--- src/rtl/rcs_cfg.svh ---
`ifndef RCS_CFG_SVH
`define RCS_CFG_SVH

// ----------------------------------------------------------------
// Clock and timing figures.
// ----------------------------------------------------------------
`define RCS_CLK_MHZ        50
`define RCS_POWERUP_TIMER_MS        72
`define RCS_POWERUP_TIMER_CYC       (`RCS_POWERUP_TIMER_MS * 1000 * `RCS_CLK_MHZ)
`define RCS_WAKE_INT_US    6
`define RCS_WAKE_INT_CYC   (`RCS_WAKE_INT_US * `RCS_CLK_MHZ)
`define RCS_OST_TICKS      1024
`define RCS_PIN_MIN_NS     2000
`define RCS_PIN_MIN_CYC    ((`RCS_PIN_MIN_NS * `RCS_CLK_MHZ + 999) / 1000)
`define RCS_PIN_CNT_W      8
`define RCS_TMR_W          22

// ----------------------------------------------------------------
// Register indices; the byte address is four times the index.
// ----------------------------------------------------------------
`define RCS_ADDR_W         12
`define RCS_IDX_W          10
`define RCS_IDX_POWER_CONTROL_STATUS       10'h08e
`define RCS_IDX_CAUSE      10'h090
`define RCS_IDX_MASK       10'h091
`define RCS_IDX_FLAGS      10'h092

// ----------------------------------------------------------------
// Field positions.
// ----------------------------------------------------------------
`define RCS_POWER_CONTROL_STATUS_BOR       0
`define RCS_POWER_CONTROL_STATUS_POR       1
`define RCS_FLAG_TO        0
`define RCS_FLAG_PD        1
`define RCS_CAUSE_W        6
`define RCS_C_POR          0
`define RCS_C_PIN_RUN      1
`define RCS_C_PIN_SLP      2
`define RCS_C_WDT_RST      3
`define RCS_C_WDT_WAKE     4
`define RCS_C_BOR          5

`endif

--- src/rtl/rcs_pkg.sv ---
package rcs_pkg;
   // Oscillator modes selected by the configuration word.
   typedef enum logic [2:0] {
      osc_lp, osc_xt, osc_hs, osc_ec, osc_int, osc_rc
   } rcs_osc_t;

   // Reset sequencer states.
   typedef enum logic [2:0] {
      st_hold, st_powerup_timer, st_ost, st_run, st_wake
   } rcs_seq_t;
endpackage

--- src/rtl/rcs_tmr_if.sv ---
`timescale 1ns/100ps
`include "rcs_cfg.svh"

// Control and status of the shared timeout counter.
interface rcs_tmr_if;
   logic                   start;
   logic [`RCS_TMR_W-1:0]  len;
   logic                   use_tick;
   logic                   tick;
   logic                   done;
   logic                   busy;
   modport ctl (output start, len, use_tick, tick, input done, busy);
   modport tmr (input start, len, use_tick, tick, output done, busy);
endinterface

--- src/rtl/rcs_top.sv ---
// Summary of operation
// - Six reset kinds are told apart.
// - Some registers are never reset.
// - Most registers reload, but not on wake-up.
// - Pin path rejects short low pulses.
// - Power-up timer after POR, then oscillator timer in crystal modes.
// - RC mode, timer off: no delay.
// - Timeouts ignore pin; late release runs at once.
// - Power control register with two flags.
// - Brown-out flag cleared by brown-out reset.
// - Brown-out flag meaningless when detection off.
// - Power-on flag cleared only on power-on or by a software write of 0.
// - Delay lengths per oscillator mode.
// - Power-on sets timeout and power-down flags.
// - Flag updates per watchdog and pin event.
`timescale 1ns/100ps
`include "rcs_cfg.svh"

module rcs_top import rcs_pkg::*; #(
   parameter int unsigned POWERUP_TIMER_CYCLES = `RCS_POWERUP_TIMER_CYC
) (
   input  wire logic                   core_clk,
   input  wire logic                   resetn,
   input  wire logic                   ext_reset_pin_n,
   input  wire logic                   brownout_det,
   input  wire logic                   watchdog_timeout,
   input  wire logic                   sleep_mode,
   input  wire logic                   osc_tick,
   input  rcs_osc_t                    osc_mode,
   input  wire logic                   powerup_timer_off_cfg,
   input  wire logic                   brownout_enable_cfg,
   input  wire logic                   psel,
   input  wire logic                   penable,
   input  wire logic                   pwrite,
   input  wire logic [`RCS_ADDR_W-1:0] paddr,
   input  wire logic [31:0]            pwdata,
   output logic      [31:0]            prdata,
   output logic                        pready,
   output logic                        pslverr,
   output logic                        core_reset_n,
   output logic                        reg_load,
   output logic                        wake_resume,
   output logic                        timeout_flag,
   output logic                        powerdown_flag,
   output logic                        irq
);
   // ----------------------------------------------------------------
   // Reset release and input synchronisers.
   // ----------------------------------------------------------------
   logic                    rst1_reg;
   logic                    rst_n;
   logic                    b1_reg;
   logic                    b2_reg;
   logic                    b3_reg;
   logic                    bor_lvl_reg;
   logic                    bor_q_reg;
   logic                    pin_q_reg;
   logic                    por_pend_reg;
   logic                    pin_low;
   rcs_seq_t                state_reg;
   rcs_seq_t                state_next;
   logic                    pend_reg;
   logic                    pend_next;
   logic                    tmr_start;
   logic [`RCS_TMR_W-1:0]   tmr_len;
   logic                    tmr_tick_sel;
   logic                    core_rst_n_reg;
   logic                    reg_load_reg;
   logic                    wake_reg;
   logic                    to_reg;
   logic                    pd_reg;
   logic                    por_flag_reg;
   logic                    bor_flag_reg;
   logic [`RCS_CAUSE_W-1:0] cause_reg;
   logic [`RCS_CAUSE_W-1:0] mask_reg;
   logic [`RCS_CAUSE_W-1:0] cause_set;
   logic [31:0]             prdata_reg;
   logic                    irq_reg;

   // Resetn is released through two stages so every flop on rst_n leaves reset
   // on the same edge.
   always_ff @(posedge core_clk or negedge resetn) begin
      if (!resetn) begin
         {rst1_reg, rst_n} <= 2'h0;
      end else begin
         {rst1_reg, rst_n} <= {1'b1, rst1_reg};
      end
   end

   // The supply monitor is asynchronous; its level moves on agreement.
   always_ff @(posedge core_clk or negedge rst_n) begin
      if (!rst_n) begin
         {b1_reg, b2_reg, b3_reg} <= 3'h0;
         bor_lvl_reg <= 1'b0;
      end else begin
         {b1_reg, b2_reg, b3_reg} <= {brownout_det, b1_reg, b2_reg};
         bor_lvl_reg <= (b2_reg == b3_reg) ? b3_reg : bor_lvl_reg;
      end
   end

   rcs_pin_filter u_pin (
      .core_clk (core_clk),
      .rst_n    (rst_n),
      .pin_n    (ext_reset_pin_n),
      .low_det  (pin_low)
   );

   // ----------------------------------------------------------------
   // Reset event decode.
   // ----------------------------------------------------------------
   // detection gated by enable.
   wire bor_act  = bor_lvl_reg & brownout_enable_cfg;
   wire bor_evt  = bor_act & ~bor_q_reg;
   wire pin_evt  = pin_low & ~pin_q_reg & ~bor_evt;
   wire por_evt  = por_pend_reg;
   wire wdt_ok   = watchdog_timeout & (state_reg == st_run) &
                   ~bor_evt & ~pin_evt;
   wire pin_run_evt  = pin_evt & ~sleep_mode;
   wire pin_slp_evt  = pin_evt & sleep_mode;
   wire wdt_rst_evt  = wdt_ok & ~sleep_mode;
   wire wdt_wake_evt = wdt_ok & sleep_mode;
   wire rst_evt      = por_evt | bor_evt | pin_evt | wdt_rst_evt;

   assign cause_set[`RCS_C_POR]      = por_evt;
   assign cause_set[`RCS_C_PIN_RUN]  = pin_run_evt;
   assign cause_set[`RCS_C_PIN_SLP]  = pin_slp_evt;
   assign cause_set[`RCS_C_WDT_RST]  = wdt_rst_evt;
   assign cause_set[`RCS_C_WDT_WAKE] = wdt_wake_evt;
   assign cause_set[`RCS_C_BOR]      = bor_evt;

   // Edge memories; the power-on event fires once after release.
   always_ff @(posedge core_clk or negedge rst_n) begin
      if (!rst_n) begin
         bor_q_reg    <= 1'b0;
         pin_q_reg    <= 1'b0;
         por_pend_reg <= 1'b1;
      end else begin
         bor_q_reg    <= bor_act;
         pin_q_reg    <= pin_low;
         por_pend_reg <= 1'b0;
      end
   end

   // ----------------------------------------------------------------
   // Timeout sequencer.
   // ----------------------------------------------------------------
   rcs_tmr_if tif ();

   rcs_timer u_tmr (
      .core_clk (core_clk),
      .rst_n    (rst_n),
      .tif      (tif)
   );

   wire crystal  = (osc_mode == osc_lp) | (osc_mode == osc_xt) |
                   (osc_mode == osc_hs);
   wire internal_osc_mode   = (osc_mode == osc_int);
   wire powerup_timer_on  = ~powerup_timer_off_cfg;
   wire in_core  = (state_reg == st_run) | (state_reg == st_wake);

   wire [`RCS_TMR_W-1:0] powerup_timer_len = (`RCS_TMR_W)'(POWERUP_TIMER_CYCLES);
   wire [`RCS_TMR_W-1:0] ost_len  = (`RCS_TMR_W)'(`RCS_OST_TICKS);
   wire [`RCS_TMR_W-1:0] int_len  = (`RCS_TMR_W)'(`RCS_WAKE_INT_CYC);

   assign tif.start    = tmr_start;
   assign tif.len      = tmr_len;
   assign tif.use_tick = tmr_tick_sel;
   assign tif.tick     = osc_tick;

   // timers run whatever the pin does.
   always_comb begin
      state_next   = state_reg;
      pend_next    = pend_reg;
      tmr_start    = 1'b0;
      tmr_len      = '0;
      tmr_tick_sel = 1'b0;
      if (por_evt | bor_evt) begin
         state_next = st_hold;
         pend_next  = 1'b1;
      end else if ((pin_evt | wdt_rst_evt) & in_core) begin
         state_next = st_hold;
      end else begin
         case (state_reg)
            st_hold: begin
               if (pend_reg & ~bor_act) begin
                  pend_next = 1'b0;
                  if (powerup_timer_on) begin
                     tmr_start  = 1'b1;
                     tmr_len    = powerup_timer_len;
                     state_next = st_powerup_timer;
                  end else if (crystal) begin
                     tmr_start    = 1'b1;
                     tmr_len      = ost_len;
                     tmr_tick_sel = 1'b1;
                     state_next   = st_ost;
                  end
               end else if (~pend_reg & ~pin_low & ~bor_act) begin
                  state_next = st_run;
               end
            end
            st_powerup_timer: begin
               if (tif.done & crystal) begin
                  tmr_start    = 1'b1;
                  tmr_len      = ost_len;
                  tmr_tick_sel = 1'b1;
                  state_next   = st_ost;
               end else if (tif.done) begin
                  state_next = st_hold;
               end
            end
            st_ost: begin
               if (tif.done) begin
                  state_next = st_hold;
               end
            end
            st_run: begin
               if (wdt_wake_evt & crystal) begin
                  tmr_start    = 1'b1;
                  tmr_len      = ost_len;
                  tmr_tick_sel = 1'b1;
                  state_next   = st_wake;
               end else if (wdt_wake_evt & internal_osc_mode) begin
                  tmr_start  = 1'b1;
                  tmr_len    = int_len;
                  state_next = st_wake;
               end
            end
            st_wake: begin
               if (tif.done) begin
                  state_next = st_run;
               end
            end
            default: begin
               state_next = st_hold;
            end
         endcase
      end
   end

   wire core_rst_n_next = (state_next == st_run) |
                          (state_next == st_wake);
   wire wake_next = ((state_reg == st_wake) & tif.done & ~rst_evt) |
                    (wdt_wake_evt & ~crystal & ~internal_osc_mode);

   always_ff @(posedge core_clk or negedge rst_n) begin
      if (!rst_n) begin
         state_reg      <= st_hold;
         pend_reg       <= 1'b1;
         core_rst_n_reg <= 1'b0;
         reg_load_reg   <= 1'b1;
         wake_reg       <= 1'b0;
      end else begin
         state_reg      <= state_next;
         pend_reg       <= pend_next;
         core_rst_n_reg <= core_rst_n_next;
         reg_load_reg   <= rst_evt;
         wake_reg       <= wake_next;
      end
   end

   // ----------------------------------------------------------------
   // Reset cause flags.
   // ----------------------------------------------------------------
   wire [`RCS_IDX_W-1:0] idx = paddr[`RCS_IDX_W+1:2];
   wire setup   = psel & ~penable;
   wire access  = psel & penable;
   wire hit_pc  = (idx == `RCS_IDX_POWER_CONTROL_STATUS);
   wire hit_ca  = (idx == `RCS_IDX_CAUSE);
   wire hit_mk  = (idx == `RCS_IDX_MASK);
   wire hit_fl  = (idx == `RCS_IDX_FLAGS);
   wire hit     = hit_pc | hit_ca | hit_mk | hit_fl;
   wire wr      = access & pwrite;
   wire power_control_status_wr = wr & hit_pc;
   wire cause_wr = wr & hit_ca;
   wire mask_wr  = wr & hit_mk;

   wire to_next = (wdt_rst_evt | wdt_wake_evt) ? 1'b0 :
                  (por_evt | pin_slp_evt)      ? 1'b1 : to_reg;
   wire pd_next = (wdt_wake_evt | pin_slp_evt) ? 1'b0 :
                  por_evt                      ? 1'b1 : pd_reg;
   wire por_next = por_evt ? 1'b0 :
                   power_control_status_wr ? pwdata[`RCS_POWER_CONTROL_STATUS_POR] : por_flag_reg;
   wire bor_next = bor_evt ? 1'b0 :
                   power_control_status_wr ? pwdata[`RCS_POWER_CONTROL_STATUS_BOR] : bor_flag_reg;
   // New events win over a write-one-to-clear in the same cycle.
   wire [`RCS_CAUSE_W-1:0] cause_clr =
      cause_wr ? pwdata[`RCS_CAUSE_W-1:0] : '0;
   wire [`RCS_CAUSE_W-1:0] cause_next = (cause_reg & ~cause_clr) |
                                        cause_set;
   wire [`RCS_CAUSE_W-1:0] mask_next =
      mask_wr ? pwdata[`RCS_CAUSE_W-1:0] : mask_reg;

   always_ff @(posedge core_clk or negedge rst_n) begin
      if (!rst_n) begin
         to_reg       <= 1'b1;
         pd_reg       <= 1'b1;
         por_flag_reg <= 1'b0;
         cause_reg    <= '0;
         mask_reg     <= '0;
         irq_reg      <= 1'b0;
      end else begin
         to_reg       <= to_next;
         pd_reg       <= pd_next;
         por_flag_reg <= por_next;
         cause_reg    <= cause_next;
         mask_reg     <= mask_next;
         irq_reg      <= |(cause_next & mask_next);
      end
   end

   always_ff @(posedge core_clk) begin
      bor_flag_reg <= bor_next;
   end

   // ----------------------------------------------------------------
   // APB read path; data is captured in setup for a zero-wait access.
   // ----------------------------------------------------------------
   wire [31:0] power_control_status_rd  = (32'(por_flag_reg) << `RCS_POWER_CONTROL_STATUS_POR) |
                          (32'(bor_flag_reg) << `RCS_POWER_CONTROL_STATUS_BOR);
   wire [31:0] flags_rd = (32'(to_reg) << `RCS_FLAG_TO) |
                          (32'(pd_reg) << `RCS_FLAG_PD);
   wire [31:0] rd_mux   = hit_pc ? power_control_status_rd :
                          hit_ca ? 32'(cause_reg) :
                          hit_mk ? 32'(mask_reg) :
                          hit_fl ? flags_rd : 32'h0000_0000;

   always_ff @(posedge core_clk or negedge rst_n) begin
      if (!rst_n) begin
         prdata_reg <= 32'h0000_0000;
      end else if (setup & ~pwrite) begin
         prdata_reg <= rd_mux;
      end
   end

   assign prdata         = prdata_reg;
   assign pready         = 1'b1;
   assign pslverr        = access & ~hit;
   assign core_reset_n   = core_rst_n_reg;
   assign reg_load       = reg_load_reg;
   assign wake_resume    = wake_reg;
   assign timeout_flag   = to_reg;
   assign powerdown_flag = pd_reg;
   assign irq            = irq_reg;

   // ----------------------------------------------------------------
   // Checks.
   // ----------------------------------------------------------------
   a_por_flags : assert property (
      @(posedge core_clk) disable iff (!rst_n)
      $rose(rst_n) |-> to_reg && pd_reg && !por_flag_reg)
      else $error("Power-on flags wrong after release.");

   a_bor_clear : assert property (
      @(posedge core_clk) disable iff (!rst_n)
      bor_evt |=> !bor_flag_reg)
      else $error("Brown-out flag not cleared.");

   a_wdt_reset_flags : assert property (
      @(posedge core_clk) disable iff (!rst_n)
      wdt_rst_evt |=> !to_reg && pd_reg == $past(pd_reg))
      else $error("Watchdog reset flags wrong.");

   a_wdt_wake_flags : assert property (
      @(posedge core_clk) disable iff (!rst_n)
      wdt_wake_evt |=> !to_reg && !pd_reg && !reg_load_reg)
      else $error("Watchdog wake-up flags or reload wrong.");

   a_pin_sleep_flags : assert property (
      @(posedge core_clk) disable iff (!rst_n)
      pin_slp_evt |=> to_reg && !pd_reg && reg_load_reg)
      else $error("Pin reset in sleep flags wrong.");

   a_por_flag_hold : assert property (
      @(posedge core_clk) disable iff (!rst_n)
      !power_control_status_wr && !por_evt |=> $stable(por_flag_reg))
      else $error("Power-on flag changed without cause.");

   a_rc_no_delay : assert property (
      @(posedge core_clk) disable iff (!rst_n)
      state_reg == st_hold && pend_reg && !bor_act && !powerup_timer_on &&
      !crystal && !rst_evt |=> state_reg == st_hold && !tif.busy)
      else $error("Delay applied with timers disabled.");

   a_powerup_timer_then_ost : assert property (
      @(posedge core_clk) disable iff (!rst_n)
      state_reg == st_powerup_timer && tif.done && crystal && !rst_evt
      |=> state_reg == st_ost && tif.busy)
      else $error("Oscillator timer did not follow.");

   a_core_release : assert property (
      @(posedge core_clk) disable iff (!rst_n)
      $rose(core_rst_n_reg) |-> $past(state_reg == st_hold &&
      !pend_reg && !pin_low && !bor_act))
      else $error("Core released before sources and delays ended.");
endmodule

--- src/rtl/rcs_timer.sv ---
`timescale 1ns/100ps
`include "rcs_cfg.svh"

module rcs_timer import rcs_pkg::*; (
   input wire logic core_clk,
   input wire logic rst_n,
   rcs_tmr_if.tmr   tif
);
   logic [`RCS_TMR_W-1:0] cnt_reg;
   logic                  busy_reg;
   logic                  done_reg;
   logic                  sel_reg;

   // ----------------------------------------------------------------
   // Step and end decode.
   // ----------------------------------------------------------------
   // A step is a core cycle, or an oscillator tick when counting Tosc.
   wire step = busy_reg & (~sel_reg | tif.tick);
   wire last = step & (cnt_reg == (`RCS_TMR_W)'(1));

   assign tif.done = done_reg;
   assign tif.busy = busy_reg;

   // A new start reloads the count even while busy, restarting the wait.
   always_ff @(posedge core_clk or negedge rst_n) begin
      if (!rst_n) begin
         cnt_reg  <= '0;
         busy_reg <= 1'b0;
         done_reg <= 1'b0;
         sel_reg  <= 1'b0;
      end else if (tif.start) begin
         cnt_reg  <= tif.len;
         busy_reg <= 1'b1;
         done_reg <= 1'b0;
         sel_reg  <= tif.use_tick;
      end else begin
         done_reg <= last;
         if (last) begin
            busy_reg <= 1'b0;
         end
         if (step) begin
            cnt_reg <= cnt_reg - (`RCS_TMR_W)'(1);
         end
      end
   end
endmodule

--- src/rtl/rcs_pin_filter.sv ---
`timescale 1ns/100ps
`include "rcs_cfg.svh"

module rcs_pin_filter (
   input  wire logic core_clk,
   input  wire logic rst_n,
   input  wire logic pin_n,
   output logic      low_det
);
   logic                     s1_reg;
   logic                     s2_reg;
   logic                     s3_reg;
   logic                     level_reg;
   logic                     low_reg;
   logic [`RCS_PIN_CNT_W-1:0] cnt_reg;
   logic [`RCS_PIN_CNT_W-1:0] run_reg;

   // ----------------------------------------------------------------
   // Synchroniser and glitch filter.
   // ----------------------------------------------------------------
   // The level only moves once the second and third stages agree.
   wire level_next = (s2_reg == s3_reg) ? s3_reg : level_reg;
   wire full = (cnt_reg == (`RCS_PIN_CNT_W)'(`RCS_PIN_MIN_CYC - 1));

   assign low_det = low_reg;

   always_ff @(posedge core_clk or negedge rst_n) begin
      if (!rst_n) begin
         {s1_reg, s2_reg, s3_reg} <= 3'h7;
         level_reg <= 1'b1;
         low_reg   <= 1'b0;
         cnt_reg   <= '0;
      end else begin
         {s1_reg, s2_reg, s3_reg} <= {pin_n, s1_reg, s2_reg};
         level_reg <= level_next;
         if (level_reg) begin
            cnt_reg <= '0;
            low_reg <= 1'b0;
         end else if (!full) begin
            cnt_reg <= cnt_reg + (`RCS_PIN_CNT_W)'(1);
         end else begin
            low_reg <= 1'b1;
         end
      end
   end

   // Count of stable low cycles, read only by the check below.
   always_ff @(posedge core_clk or negedge rst_n) begin
      if (!rst_n) begin
         run_reg <= '0;
      end else if (level_reg) begin
         run_reg <= '0;
      end else if (!(&run_reg)) begin
         run_reg <= run_reg + (`RCS_PIN_CNT_W)'(1);
      end
   end

   a_pin_min_width : assert property (
      @(posedge core_clk) disable iff (!rst_n)
      $rose(low_reg) |-> run_reg == (`RCS_PIN_CNT_W)'(`RCS_PIN_MIN_CYC))
      else $error("Pin reset accepted at wrong low width.");
endmodule

--- config.mk ---
export PLATFORM = sky130hd
export DESIGN_NAME = rcs_top
export DESIGN_NICKNAME = d
export VERILOG_FILES = /design/src/rtl/rcs_pkg.sv /design/src/rtl/rcs_tmr_if.sv /design/src/rtl/rcs_top.sv /design/src/rtl/rcs_timer.sv /design/src/rtl/rcs_pin_filter.sv
export VERILOG_INCLUDE_DIRS = /design/src /design/src/rtl
export SDC_FILE = /design/constraint.sdc
export NUM_CORES = 1
export LEC_CHECK = 0
export CAP_MARGIN = 5
export CORE_ASPECT_RATIO = 1.75
export CORE_MARGIN = 2
export CORE_UTILIZATION = 55
export CTS_CLUSTER_DIAMETER = 100
export CTS_CLUSTER_SIZE = 14
export DETAILED_ROUTE_END_ITERATION = 6
export DONT_BUFFER_PORTS = 1
export GPL_TIMING_DRIVEN = 0
export PLACE_DENSITY = 0.77
export SYNTH_ARGS = -nofsm -noshare
export SYNTH_HDL_FRONTEND = slang
export SYNTH_SLANG_ARGS = --single-unit
--- constraint.sdc ---
create_clock -name core_clk -period 4 [get_ports core_clk]
set_clock_uncertainty 0.2 [all_clocks]
set_input_delay 1 -clock core_clk [delete_from_list [all_inputs] [get_ports core_clk]]
set_output_delay 1 -clock core_clk [all_outputs]
set_load 0.03 [all_outputs]
==> key figures, run 1 <==
Clock tree
  • CTS hold repair buffers: 0
  • Clock Sinks: between 70 and 80
  • Post-CTS Setup Bufs: 0
  • Clock Tree Root: clkbuf_16
  • Worst-path clk slew: around 60 ps
  • Htree depth: 3
  • Clock tree buffer depth: 2
  • Total CTS buffers: 9
  • CTS tree: built
  • Post_cts resized: 0
  • Worst skew pair latency: 330 ps

Global route
  • Global routing usage on met2: about two fifths
  • GR Util All Layers: between 20% and 30%
  • First-pass GRT wire length: 13970 microns
  • Met1 usage: 21.24%
  • Antenna violations before repair: 0
  • Number of global-route vias before repair: 3059
  • GR Overflow Total: 0
  • Largest net degree at the start of global routing: 75
  • Grt met3 use: 6.592%
  • Grt peak-use layer: met2

Route
  • Routed len/inst: 15.80 microns
  • # DRC: 0
  • Drt first pass iters: 5
  • Routed vias/inst: 5.697
  • Drt total wl: 8343 microns
  • DRT iter0 DRCs: 175
  • DRT antenna net count: 0
  • Vias: roughly 3000

Place
  • Pre-CTS setup slack: 192.7 ps
  • Area after DPL: 0.004304 sq mm
  • GPL Wtd Cong: roughly 0.84
  • HPWL Detailed: around 6200 microns
  • PortBufs: 0
  • Placed cells: 512

Yosys
  • Adder-Cell Fraction of Synth Area: 1.407%
  • Post-synth EDFFs: 0
  • Synthesis warning total: 0
  • Largest family of logic cells by synthesized area: simple AND/OR/NAND/NOR gates
  • Ranking of synthesized cells by area: dfrtp_1 41%, dfstp_2 5.8%, buf_4 5.0%
  • Synth cell types: 65
  • Largest area contributor in the netlist: dfrtp_1
  • Top cell type's share of synthesized area: 40.98%
  • Syn Inst Count: 399
  • Primary FF master, synth: dfrtp_1
  • Cell Area, Synth: 0.004091 sq mm
  • Mux cell area share after synthesis: 6.575%
  • Yosys reg bits: 77
  • Avg Inst Size Synth: 10.25 sq um
  • XOR/XNOR Fraction of Synth Area: approximately 4.9%
  • Sequential area share after synthesis: 47.25%
  • Post-synth top cells: 67 x dfrtp_1, 34 x nor2_1, 27 x buf_4, 19 x mux2i_1, 18 x nor3_1
  • Fraction of registers with async set/reset: about 99%
  • Synth Area in Compound Gates: a little over a tenth
  • Post-Synth Simple-Gate Area: 20.40%
  • Count leader, synth: dfrtp_1

Setup path
  • Crit Path Class: in2out
  • Worst path required time: 2800 ps
  • Type of element capturing the critical path: output port
  • Crit-path max FO: 10
  • Setup slack, reg-to-reg: approximately 1300 ps
  • R2r startpoint: state_reg[1]
  • R2r worst-path depth: 6
  • Crit start category: input port
  • RR Endpoint: u_tmr.sel_reg
  • Critical path arrival: 2640 ps

Cells and area
  • FF/Latch Area: 0.001937 sq mm
  • Antenna cells: 0
  • Number of fill cells in the layout: 585
  • Layout area overhead: 13.18%
  • Multi-input combinational cell area: slightly below 0.002 sq mm
  • Post-Layout Cell Count: approximately 530
  • Fraction of layout cells with a size suffix above 1: 19.23%
  • Max reg flops: 22
  • Final Cell Area: roughly 0.0046 sq mm
  • Nets: 499

STA
  • Slew Limit Fails: 0
  • Final Hold Viols: 0
  • Worst slew pin tran: ~940 ps
  • Fin worst setup slack: 163.2 ps
  • Fmax: 260.6 MHz
  • Final Cycle Share: 95.92%
  • Period minus WS final: 3837 ps
  • Hold Slack: about 150 ps
  • RSZ-0062 raised after global routing: no
  • Final setup viols: 0
  • Normalized max-slew margin: 35.80%
  • Setup tns final: 0 ps

Min path
  • Hold path endpoint: b2_reg
  • Class of the worst hold path: reg2reg
  • Worst Hold Launch: b1_reg
  • Hold depth: 0

Power
  • Power per standard cell area: 548.7 mW/mm^2
  • Sw Ratio: 30.67%
  • Pleak: 0.002096 uW
  • Peak VDD IR: ~0.26 mV
  • Proportion of power drawn by flip-flops and latches: 41.0%
  • Clock power frac: between 30 and 40%
  • Logic pwr share: approximately a quarter
  • Switching power: about 800 uW
  • Int Pwr: ~1800 uW

Floorplan
  • Die Span X: 69.20 microns
  • Full die area: 0.008172 sq mm
  • # rows: 41
  • I/O Pins: just under 100
  • Initial core utilization: between 50% and 60%
  • Die H: between 100 and 150 microns
  • Core ar.: 0.007233 sq mm

Job
  • Max-cap violation count: 0

Run status
  • Status: complete, no violations
## logic make-up after synthesis
| family | Yosys count |
|---|---|
| AO/OA/AOI/OAI | 64 |
| other | 2 |
| XOR/XNOR | 23 |
| buffers and inverters | 57 |
| flip-flops | 77 |
| multiplexers | 26 |
| adder cells (fa/ha/maj) | 5 |
| AND/OR/NAND/NOR | 145 |
## metrics by stage
stage	utilization (%)	total power, uW
floorplan	-	1544
global placement	59.45	1646
detailed placement	59.51	1675
CTS	64.02	2561
global route	64.02	2690
finish	64.02	2541
## layout by cell type, fill, tap and decap left out, types with 12 or more instances in the layout
master,synthesis,final
dfrtp_1,67,66
nor2_1,34,34
conb_1,2,29
buf_4,27,27
mux2i_1,19,19
nor3_1,18,18
xnor2_1,17,17
o21ai_0,15,15
or3_1,13,13
inv_1,12,12
## worst max-delay path, cell delays in order
cell	delay, ps
buf_2	180
or4b_2	660
nor3_1	380
nor2_1	90
and4_1	320
## layout make-up
type | instances | area share, %
multi-input cells | 292 | 41.48
clock inverters | 5 | 1.810
well taps | 86 | 2.324
plain buffers | 45 | 6.350
flip-flops and latches | 77 | 41.83
clock buffers | 11 | 5.242
inverters | 12 | 0.9727
## worst max path at each step
stage | startpoint | end | slack [ps] | cells after the start
after global routing | paddr[2] | pslverr | 90 | 5
after global placement | paddr[2] | pslverr | 220 | 5
after floorplan | paddr[2] | pslverr | 370 | 5
after CTS | paddr[2] | pslverr | 180 | 5
after detailed placement | paddr[2] | pslverr | 190 | 5
final | paddr[2] | pslverr | 160 | 5
## metal layers
layer  wire length (microns)  up-vias
met5                       0        -
met4                     227        0
met3                     368       17
met2                    4780       84
met1                    2967     1449
li1                        -     1458
## power by group through the flow
stage / clock network [uW] / registers (uW) / logic (uW)
after global routing: 929 / 1060 / 699
after global placement: 0 / 1040 / 605
after CTS: 890 / 1040 / 631
after detailed placement: 0 / 1050 / 625
final: 868 / 1040 / 632
after floorplan: 0 / 1020 / 526
Note: power is estimated with default switching activity, not from simulation.
==> run 2: changes to the inputs <==
--- a/config.mk
+++ b/config.mk
@@ -7,7 +7,7 @@
 export NUM_CORES = 1
 export LEC_CHECK = 0
 export CAP_MARGIN = 5
-export CORE_ASPECT_RATIO = 1.75
+export CORE_ASPECT_RATIO = 0.8
 export CORE_MARGIN = 2
 export CORE_UTILIZATION = 55
 export CTS_CLUSTER_DIAMETER = 100
@@ -15,7 +15,7 @@
 export DETAILED_ROUTE_END_ITERATION = 6
 export DONT_BUFFER_PORTS = 1
 export GPL_TIMING_DRIVEN = 0
-export PLACE_DENSITY = 0.77
+export PLACE_DENSITY = 0.8
 export SYNTH_ARGS = -nofsm -noshare
 export SYNTH_HDL_FRONTEND = slang
 export SYNTH_SLANG_ARGS = --single-unit
==> constraint.sdc (replaced) <==
create_clock -name core_clk -period 3.45 [get_ports core_clk]
set_clock_uncertainty 0.2 [all_clocks]
set_input_delay 0.8625 -clock core_clk [delete_from_list [all_inputs] [get_ports core_clk]]
set_output_delay 0.8625 -clock core_clk [all_outputs]
set_load 0.03 [all_outputs]
==> run 2 against run 1 <==
Effect of this change:
- sequential share of layout area up 0.41 points
- final area is 0.97% lower
- worst hold slack about the same
==> key figures, run 2 (synthesis gave the netlist of run 1 again) <==
Cells and area
  • Most frequent cells in the layout: 66 x dfrtp_1, 34 x nor2_1, 29 x conb_1
  • Final Cell Area: 0.004586 sq mm (-0.97%)
  • Max reg flops: 22 (unchanged)
  • FF/Latch Area: 0.001937 sq mm (unchanged)
  • Fraction of layout cells with a size suffix above 1: 20.14% (+0.90 points)
  • Layout Utilization: 62.93% (-1.1 points)
  • Number of fill cells in the layout: 599 (+2.4%)
  • Antenna cells: 0 (unchanged)
  • Layout area overhead: 12.08%
  • Nets: 499 (unchanged)
  • Multi-input combinational cell area: 0.001933 sq mm (+0.65%)
  • Commonest non-fill, non-tap cell in the layout: dfrtp_1

Global route
  • First-pass GRT wire length: 13120 microns (-6.1%)
  • GR Overflow Total: 0 (unchanged)
  • Largest net degree at the start of global routing: 75 (unchanged)
  • Antenna violations before repair: 0 (unchanged)
  • GR Util All Layers: 20.84% (-0.77 points)
  • Number of global-route vias before repair: 2682 (-12%)

Setup path
  • Worst path required time: 2390 ps (-410 ps)
  • Critical-path top delay cell: or4b_2
  • RR Endpoint: u_tmr.sel_reg
  • Type of element capturing the critical path: output port
  • Crit Path Class: in2out
  • Setup slack, reg-to-reg: 740 ps (-570 ps)
  • WP buf/inv: 1 (unchanged)
  • Delay-heaviest family, CP: simple AND/OR/NAND/NOR gates
  • R2r worst-path depth: 6 (unchanged)
  • Crit path cell chain: buf_2 -> or4b_2 -> nor3_2 -> nor2_1 -> and4_4
  • R2r startpoint: state_reg[1]
  • Critical path arrival: 2290 ps (-350 ps)
  • Slowest stage delay, CP: 690 ps (+30 ps)
  • Crit-path max FO: 10 (unchanged)
  • Crit start category: input port

Place
  • HPWL Detailed: 5721 microns (-8.3%)
  • Area after DPL: 0.004309 sq mm (+0.12%)
  • PortBufs: 0 (unchanged)
  • GPL Wtd Cong: 0.8688 (+3.8%)

STA
  • Final setup viols: 0 (unchanged)
  • RSZ-0062 raised after global routing: no
  • Fmax: 298.2 MHz
  • Period minus WS final: 3354 ps
  • Slew Limit Fails: 0 (unchanged)
  • Setup tns final: 0 ps (unchanged)
  • Final Hold Viols: 0 (unchanged)
  • Hold Slack: 150.4 ps (+0.09300 ps)
  • Worst slew pin tran: 914.5 ps (-24.25 ps)
  • Normalized max-slew margin: 39.03% (+3.2 points)
  • Final Cycle Share: 97.21%

Route
  • DRT iter0 DRCs: 329 (+88%)
  • # DRC: 0 (unchanged)
  • Routed len/inst: 15.26 microns (-3.5%)
  • Drt first pass iters: 5 (unchanged)
  • DRT met1 WL: 3693 microns (+24%)
  • Met3 WL: 658 microns (+79%)
  • DRT antenna net count: 0 (unchanged)
  • Vias: 3007 (-0.033%)
  • Routed vias/inst: 5.652 (-0.78%)
  • Drt total wl: 8116 microns (-2.7%)
  • DR top layer: met4
  • Met2 wire len: 3673 microns (-23%)

Clock tree
  • Post-CTS Setup Bufs: 0 (unchanged)
  • Worst skew pair latency: 350 ps (+20 ps)
  • Clock Sinks: 77 (unchanged)
  • Clock tree buffer depth: 2 (unchanged)
  • CTS tree: built
  • Total CTS buffers: 9 (unchanged)
  • Worst-path clk slew: 70 ps (about the same)
  • Clock Tree Root: clkbuf_8
  • Htree depth: 3 (unchanged)

Floorplan
  • Die Span X: 100.4 microns (+45%)
  • Die H: 81.15 microns (-31%)
  • Full die area: 0.008149 sq mm (-0.28%)
  • Core ar.: 0.007287 sq mm (+0.74%)
  • I/O Pins: 99 (unchanged)
  • # rows: 28 (-32%)
  • Initial core utilization: 56.15% (-0.42 points)

Power
  • Power per standard cell area: 607.7 mW/mm^2 (+11%)
  • Peak VDD IR: 0.3890 mV (+51%)
  • Pleak: 0.002074 uW (-1.0%)
  • Overall power: 2787 uW (+9.7%)

Min path
  • Hold depth: 0 (unchanged)
  • Class of the worst hold path: reg2reg
  • Hold path endpoint: b2_reg
  • Worst Hold Launch: b1_reg

Run status
  • Status: complete, no violations

Job
  • Max-cap violation count: 0 (unchanged)
-- run 2: cell count changes in the layout (fill, tap and decap cells not counted), moves of 2 or more --
cell       previous run  this run
nor3_2                0         2
clkbuf_8              1        11
nor3_1               18        16
clkbuf_1              8         6
clkbuf_16             9         0
-- run 2: worst max path at each step --
stage                     startpoint  cells after the start  endpoint  slack [ps]
after floorplan             paddr[2]                      5   pslverr          90
after global placement      paddr[2]                      5   pslverr         -40
after detailed placement    paddr[2]                      5   pslverr         -50
after CTS                   paddr[7]                      5   pslverr           8
after global routing        paddr[7]                      4   pslverr          50
final                       paddr[2]                      5   pslverr         100
-- run 2: timing repair --
item | CTS | global route
hold buffers | 1 | 0
setup endpoints to repair | 1 | 1
hold endpoints to repair | 2 | 0
gates resized for setup | 2 | 2
cloned | 0 | 0
-- run 2: area by class of cell --
type,instances,area share (%)
sequential,77,42.24
clock inverter,5,2.319
timing repair buffer,1,0.2183
tap,90,2.456
clock buffer,11,3.301
buffer,44,6.330
multi-input combinational,292,42.16
inverter,12,0.9823
-- run 2: per-stage QoR --
stage          setup slack (ps)  instances
6_report                  96.35        532
3_3_place_gp             -39.08        516
5_1_grt                   49.32        532
4_1_cts                   8.018        533
2_1_floorplan             94.96        426
3_5_place_dp             -54.80        516
-- run 2: power by group --
group | internal [uW] | leakage [uW] | switching (uW) | total (uW)
combinational | 341 | 0.000985 | 395 | 735
clock | 521 | 0.000126 | 324 | 845
sequential | 1050 | 0.000963 | 158 | 1210
total | 1910 | 0.00207 | 877 | 2790
-- run 2: per-layer routing --
metal  GRT usage [%]  up-vias
li1                -     1456
met1           28.16     1423
met2           32.55      113
met3           7.229       15
met4           5.068        0
met5               0        -
==> run 3: changes to the inputs <==
--- a/config.mk
+++ b/config.mk
@@ -15,7 +15,7 @@
 export DETAILED_ROUTE_END_ITERATION = 6
 export DONT_BUFFER_PORTS = 1
 export GPL_TIMING_DRIVEN = 0
-export PLACE_DENSITY = 0.8
+export PLACE_DENSITY = 0.77
 export SYNTH_ARGS = -nofsm -noshare
 export SYNTH_HDL_FRONTEND = slang
 export SYNTH_SLANG_ARGS = --single-unit
==> constraint.sdc (replaced) <==
create_clock -name core_clk -period 3.6 [get_ports core_clk]
set_clock_uncertainty 0.2 [all_clocks]
set_input_delay 0.9 -clock core_clk [delete_from_list [all_inputs] [get_ports core_clk]]
set_output_delay 0.9 -clock core_clk [all_outputs]
set_load 0.03 [all_outputs]
==> run 3 against run 2 <==
Effect of this change:
- worst hold slack got worse by 110 ps
- utilization hardly changed
- critical path depth unchanged
- final area barely moved
- wire length down 3.4%
- via count decreased by 0.67%
- sequential power fell by 5%
- non-clock buffer count stayed put
- sequential share of layout area hardly changed
- first-iteration DRC count fell by 36%
- combinational power is 4.2% lower
- critical path type unchanged
- largest cell class unchanged
==> key figures, run 3 (synthesis gave the netlist of run 1 again) <==
Setup path
  • Setup slack, reg-to-reg: 880 ps (+140 ps)
  • R2r startpoint: state_reg[1]
  • RR Endpoint: u_tmr.sel_reg
  • Crit-path max FO: 10 (unchanged)
  • R2r worst-path depth: 6 (unchanged)
  • CP endpoint: pslverr
  • Crit Path Class: in2out
  • Critical path arrival: 2350 ps (+60 ps)
  • Crit start category: input port
  • Worst path required time: 2500 ps (+110 ps)
  • Type of element capturing the critical path: output port
  • Crit path cell chain: buf_2 -> or4b_2 -> nor3_2 -> nor2_1 -> and4_4
  • CP Launch Point: paddr[2]
  • Critical-path top delay cell: or4b_2
  • Slowest stage delay, CP: 680 ps (about the same)

STA
  • Final setup viols: 0 (unchanged)
  • Fmax: 289.9 MHz
  • Fin worst setup slack: 150.2 ps (+53.86 ps)
  • Setup tns final: 0 ps (unchanged)
  • Worst slew pin tran: 937.9 ps (+23.43 ps)
  • Period minus WS final: 3450 ps
  • RSZ-0062 raised after global routing: no
  • Final Hold Viols: 0 (unchanged)
  • Normalized max-slew margin: 37.47% (-1.6 points)
  • Final Cycle Share: 95.83%
  • Slew Limit Fails: 0 (unchanged)

Min path
  • Class of the worst hold path: in2async

Route
  • # DRC: 0 (unchanged)
  • Vias: 2987 (-0.67%)
  • DRT iter0 DRCs: 210 (-36%)
  • Routed vias/inst: 5.615 (-0.67%)
  • Drt total wl: 7840 microns (-3.4%)
  • DRT antenna net count: 0 (unchanged)
  • Drt first pass iters: 4 (-1)
  • Routed len/inst: 14.74 microns (-3.4%)

Power
  • Power per standard cell area: 588.3 mW/mm^2 (-3.2%)
  • Pleak: 0.002068 uW (-0.29%)
  • Switching power: 836.2 uW (-4.7%)
  • Peak VDD IR: 0.3930 mV (+1.0%)
  • Int Pwr: 1861 uW (-2.6%)
  • Logic pwr share: 26.1% (-0.3 points)
  • Proportion of power drawn by flip-flops and latches: 42.7% (-0.6 points)
  • Sw Ratio: 31.00% (-0.47 points)
  • Clock power frac: 31.2% (+0.9 points)

Floorplan
  • Core ar.: 0.007287 sq mm (unchanged)
  • Die H: 81.15 microns (unchanged)
  • Die Span X: 100.4 microns (unchanged)
  • # rows: 28 (unchanged)
  • Full die area: 0.008149 sq mm (unchanged)
  • I/O Pins: 99 (unchanged)
  • Initial core utilization: 56.15% (unchanged)

Global route
  • Largest net degree at the start of global routing: 75 (unchanged)
  • GR Util All Layers: 20.92% (+0.074 points)
  • GR Overflow Total: 0 (unchanged)
  • First-pass GRT wire length: 13110 microns (about the same)
  • Antenna violations before repair: 0 (unchanged)
  • Number of global-route vias before repair: 2795 (+4.2%)

Clock tree
  • Post-CTS Setup Bufs: 0 (unchanged)
  • Total CTS buffers: 9 (unchanged)
  • Worst-path clk slew: 70 ps (about the same)
  • Worst skew pair latency: 350 ps (about the same)
  • Clock tree buffer depth: 2 (unchanged)
  • Clock Tree Root: clkbuf_8
  • Htree depth: 3 (unchanged)
  • Clock Sinks: 77 (unchanged)
  • CTS tree: built

Place
  • PortBufs: 0 (unchanged)
  • Pre-CTS setup slack: 6.336 ps (+61.13 ps)
  • HPWL Detailed: 5679 microns (-0.72%)
  • GPL Wtd Cong: 0.8290 (-4.6%)
  • Placed cells: 516 (unchanged)
  • Area after DPL: 0.004309 sq mm (unchanged)

Cells and area
  • Layout Utilization: 62.91% (about the same)
  • Final Cell Area: 0.004584 sq mm (about the same)
  • Most frequent cells in the layout: 66 x dfrtp_1, 34 x nor2_1, 29 x conb_1
  • Number of fill cells in the layout: 614 (+2.5%)
  • Fraction of layout cells with a size suffix above 1: 19.91% (-0.23 points)
  • Nets: 499 (unchanged)
  • Max reg flops: 22 (unchanged)
  • Layout area overhead: 12.05% (about the same)
  • Commonest non-fill, non-tap cell in the layout: dfrtp_1
  • Post-Layout Cell Count: 532 (unchanged)
  • Antenna cells: 0 (unchanged)

Run status
  • Status: complete, no violations

Job
  • Max-cap violation count: 0 (unchanged)
run 3: cell count changes in the layout (fill, tap and decap cells not counted):
cell / before / now
bufinv_16: 3 / 4
clkbuf_1: 6 / 8
clkbuf_8: 11 / 9
clkinv_4: 1 / 0
clkinvlp_4: 1 / 2
dlygate4sd3_1: 1 / 0
run 3: worst max-delay path: cells and delay by family:
kind	cells	cell delay [ps]
simple gates	4	1270
buf+inv	1	180
run 3: power by group through the flow:
| stage | registers, uW | logic, uW | clock network, uW |
|---|---|---|---|
| after floorplan | 1130 | 584 | 0 |
| after global placement | 1160 | 671 | 0 |
| after CTS | 1150 | 699 | 855 |
| after global routing | 1180 | 786 | 900 |
| final | 1150 | 704 | 841 |
| after detailed placement | 1170 | 692 | 0 |
run 3: how the worst min path moves through the flow:
stage,cells past startpoint,to,slack (ps)
5_1_grt,0,rst_n,9
2_1_floorplan,0,b2_reg,130
3_3_place_gp,0,b2_reg,130
6_report,0,rst_n,40
3_5_place_dp,0,b2_reg,140
4_1_cts,0,rst_n,30
run 3: layer usage:
layer | GRT usage, % | vias up | routed length [microns]
met5 | 0 | - | 0
met4 | 4.932 | 0 | 62
met3 | 6.885 | 6 | 514
met2 | 32.28 | 80 | 3555
met1 | 28.86 | 1446 | 3708
li1 | - | 1455 | -
run 3: timing repair:
| item | CTS | global route |
|---|---|---|
| endpoints found under the setup margin | 0 | 1 |
| resized for setup | 0 | 4 |
| hold buffers | 0 | 0 |
run 3: final cells by class:
cell class | count | area (sq um) | area share, %
inverter | 12 | 45.04 | 0.9825
tap | 90 | 112.6 | 2.456
clock inverter | 6 | 135.1 | 2.948
multi-input combinational | 292 | 1933 | 42.17
sequential | 77 | 1937 | 42.25
buffer | 45 | 294.0 | 6.414
clock buffer | 10 | 127.6 | 2.784
run 3: metrics by stage:
stage | hold slack [ps] | total power, uW
after global placement | 133.4 | 1831
final | 37.67 | 2697
after global routing | 8.757 | 2864
after CTS | 31.42 | 2706
after floorplan | 131.2 | 1716
after detailed placement | 140.5 | 1858
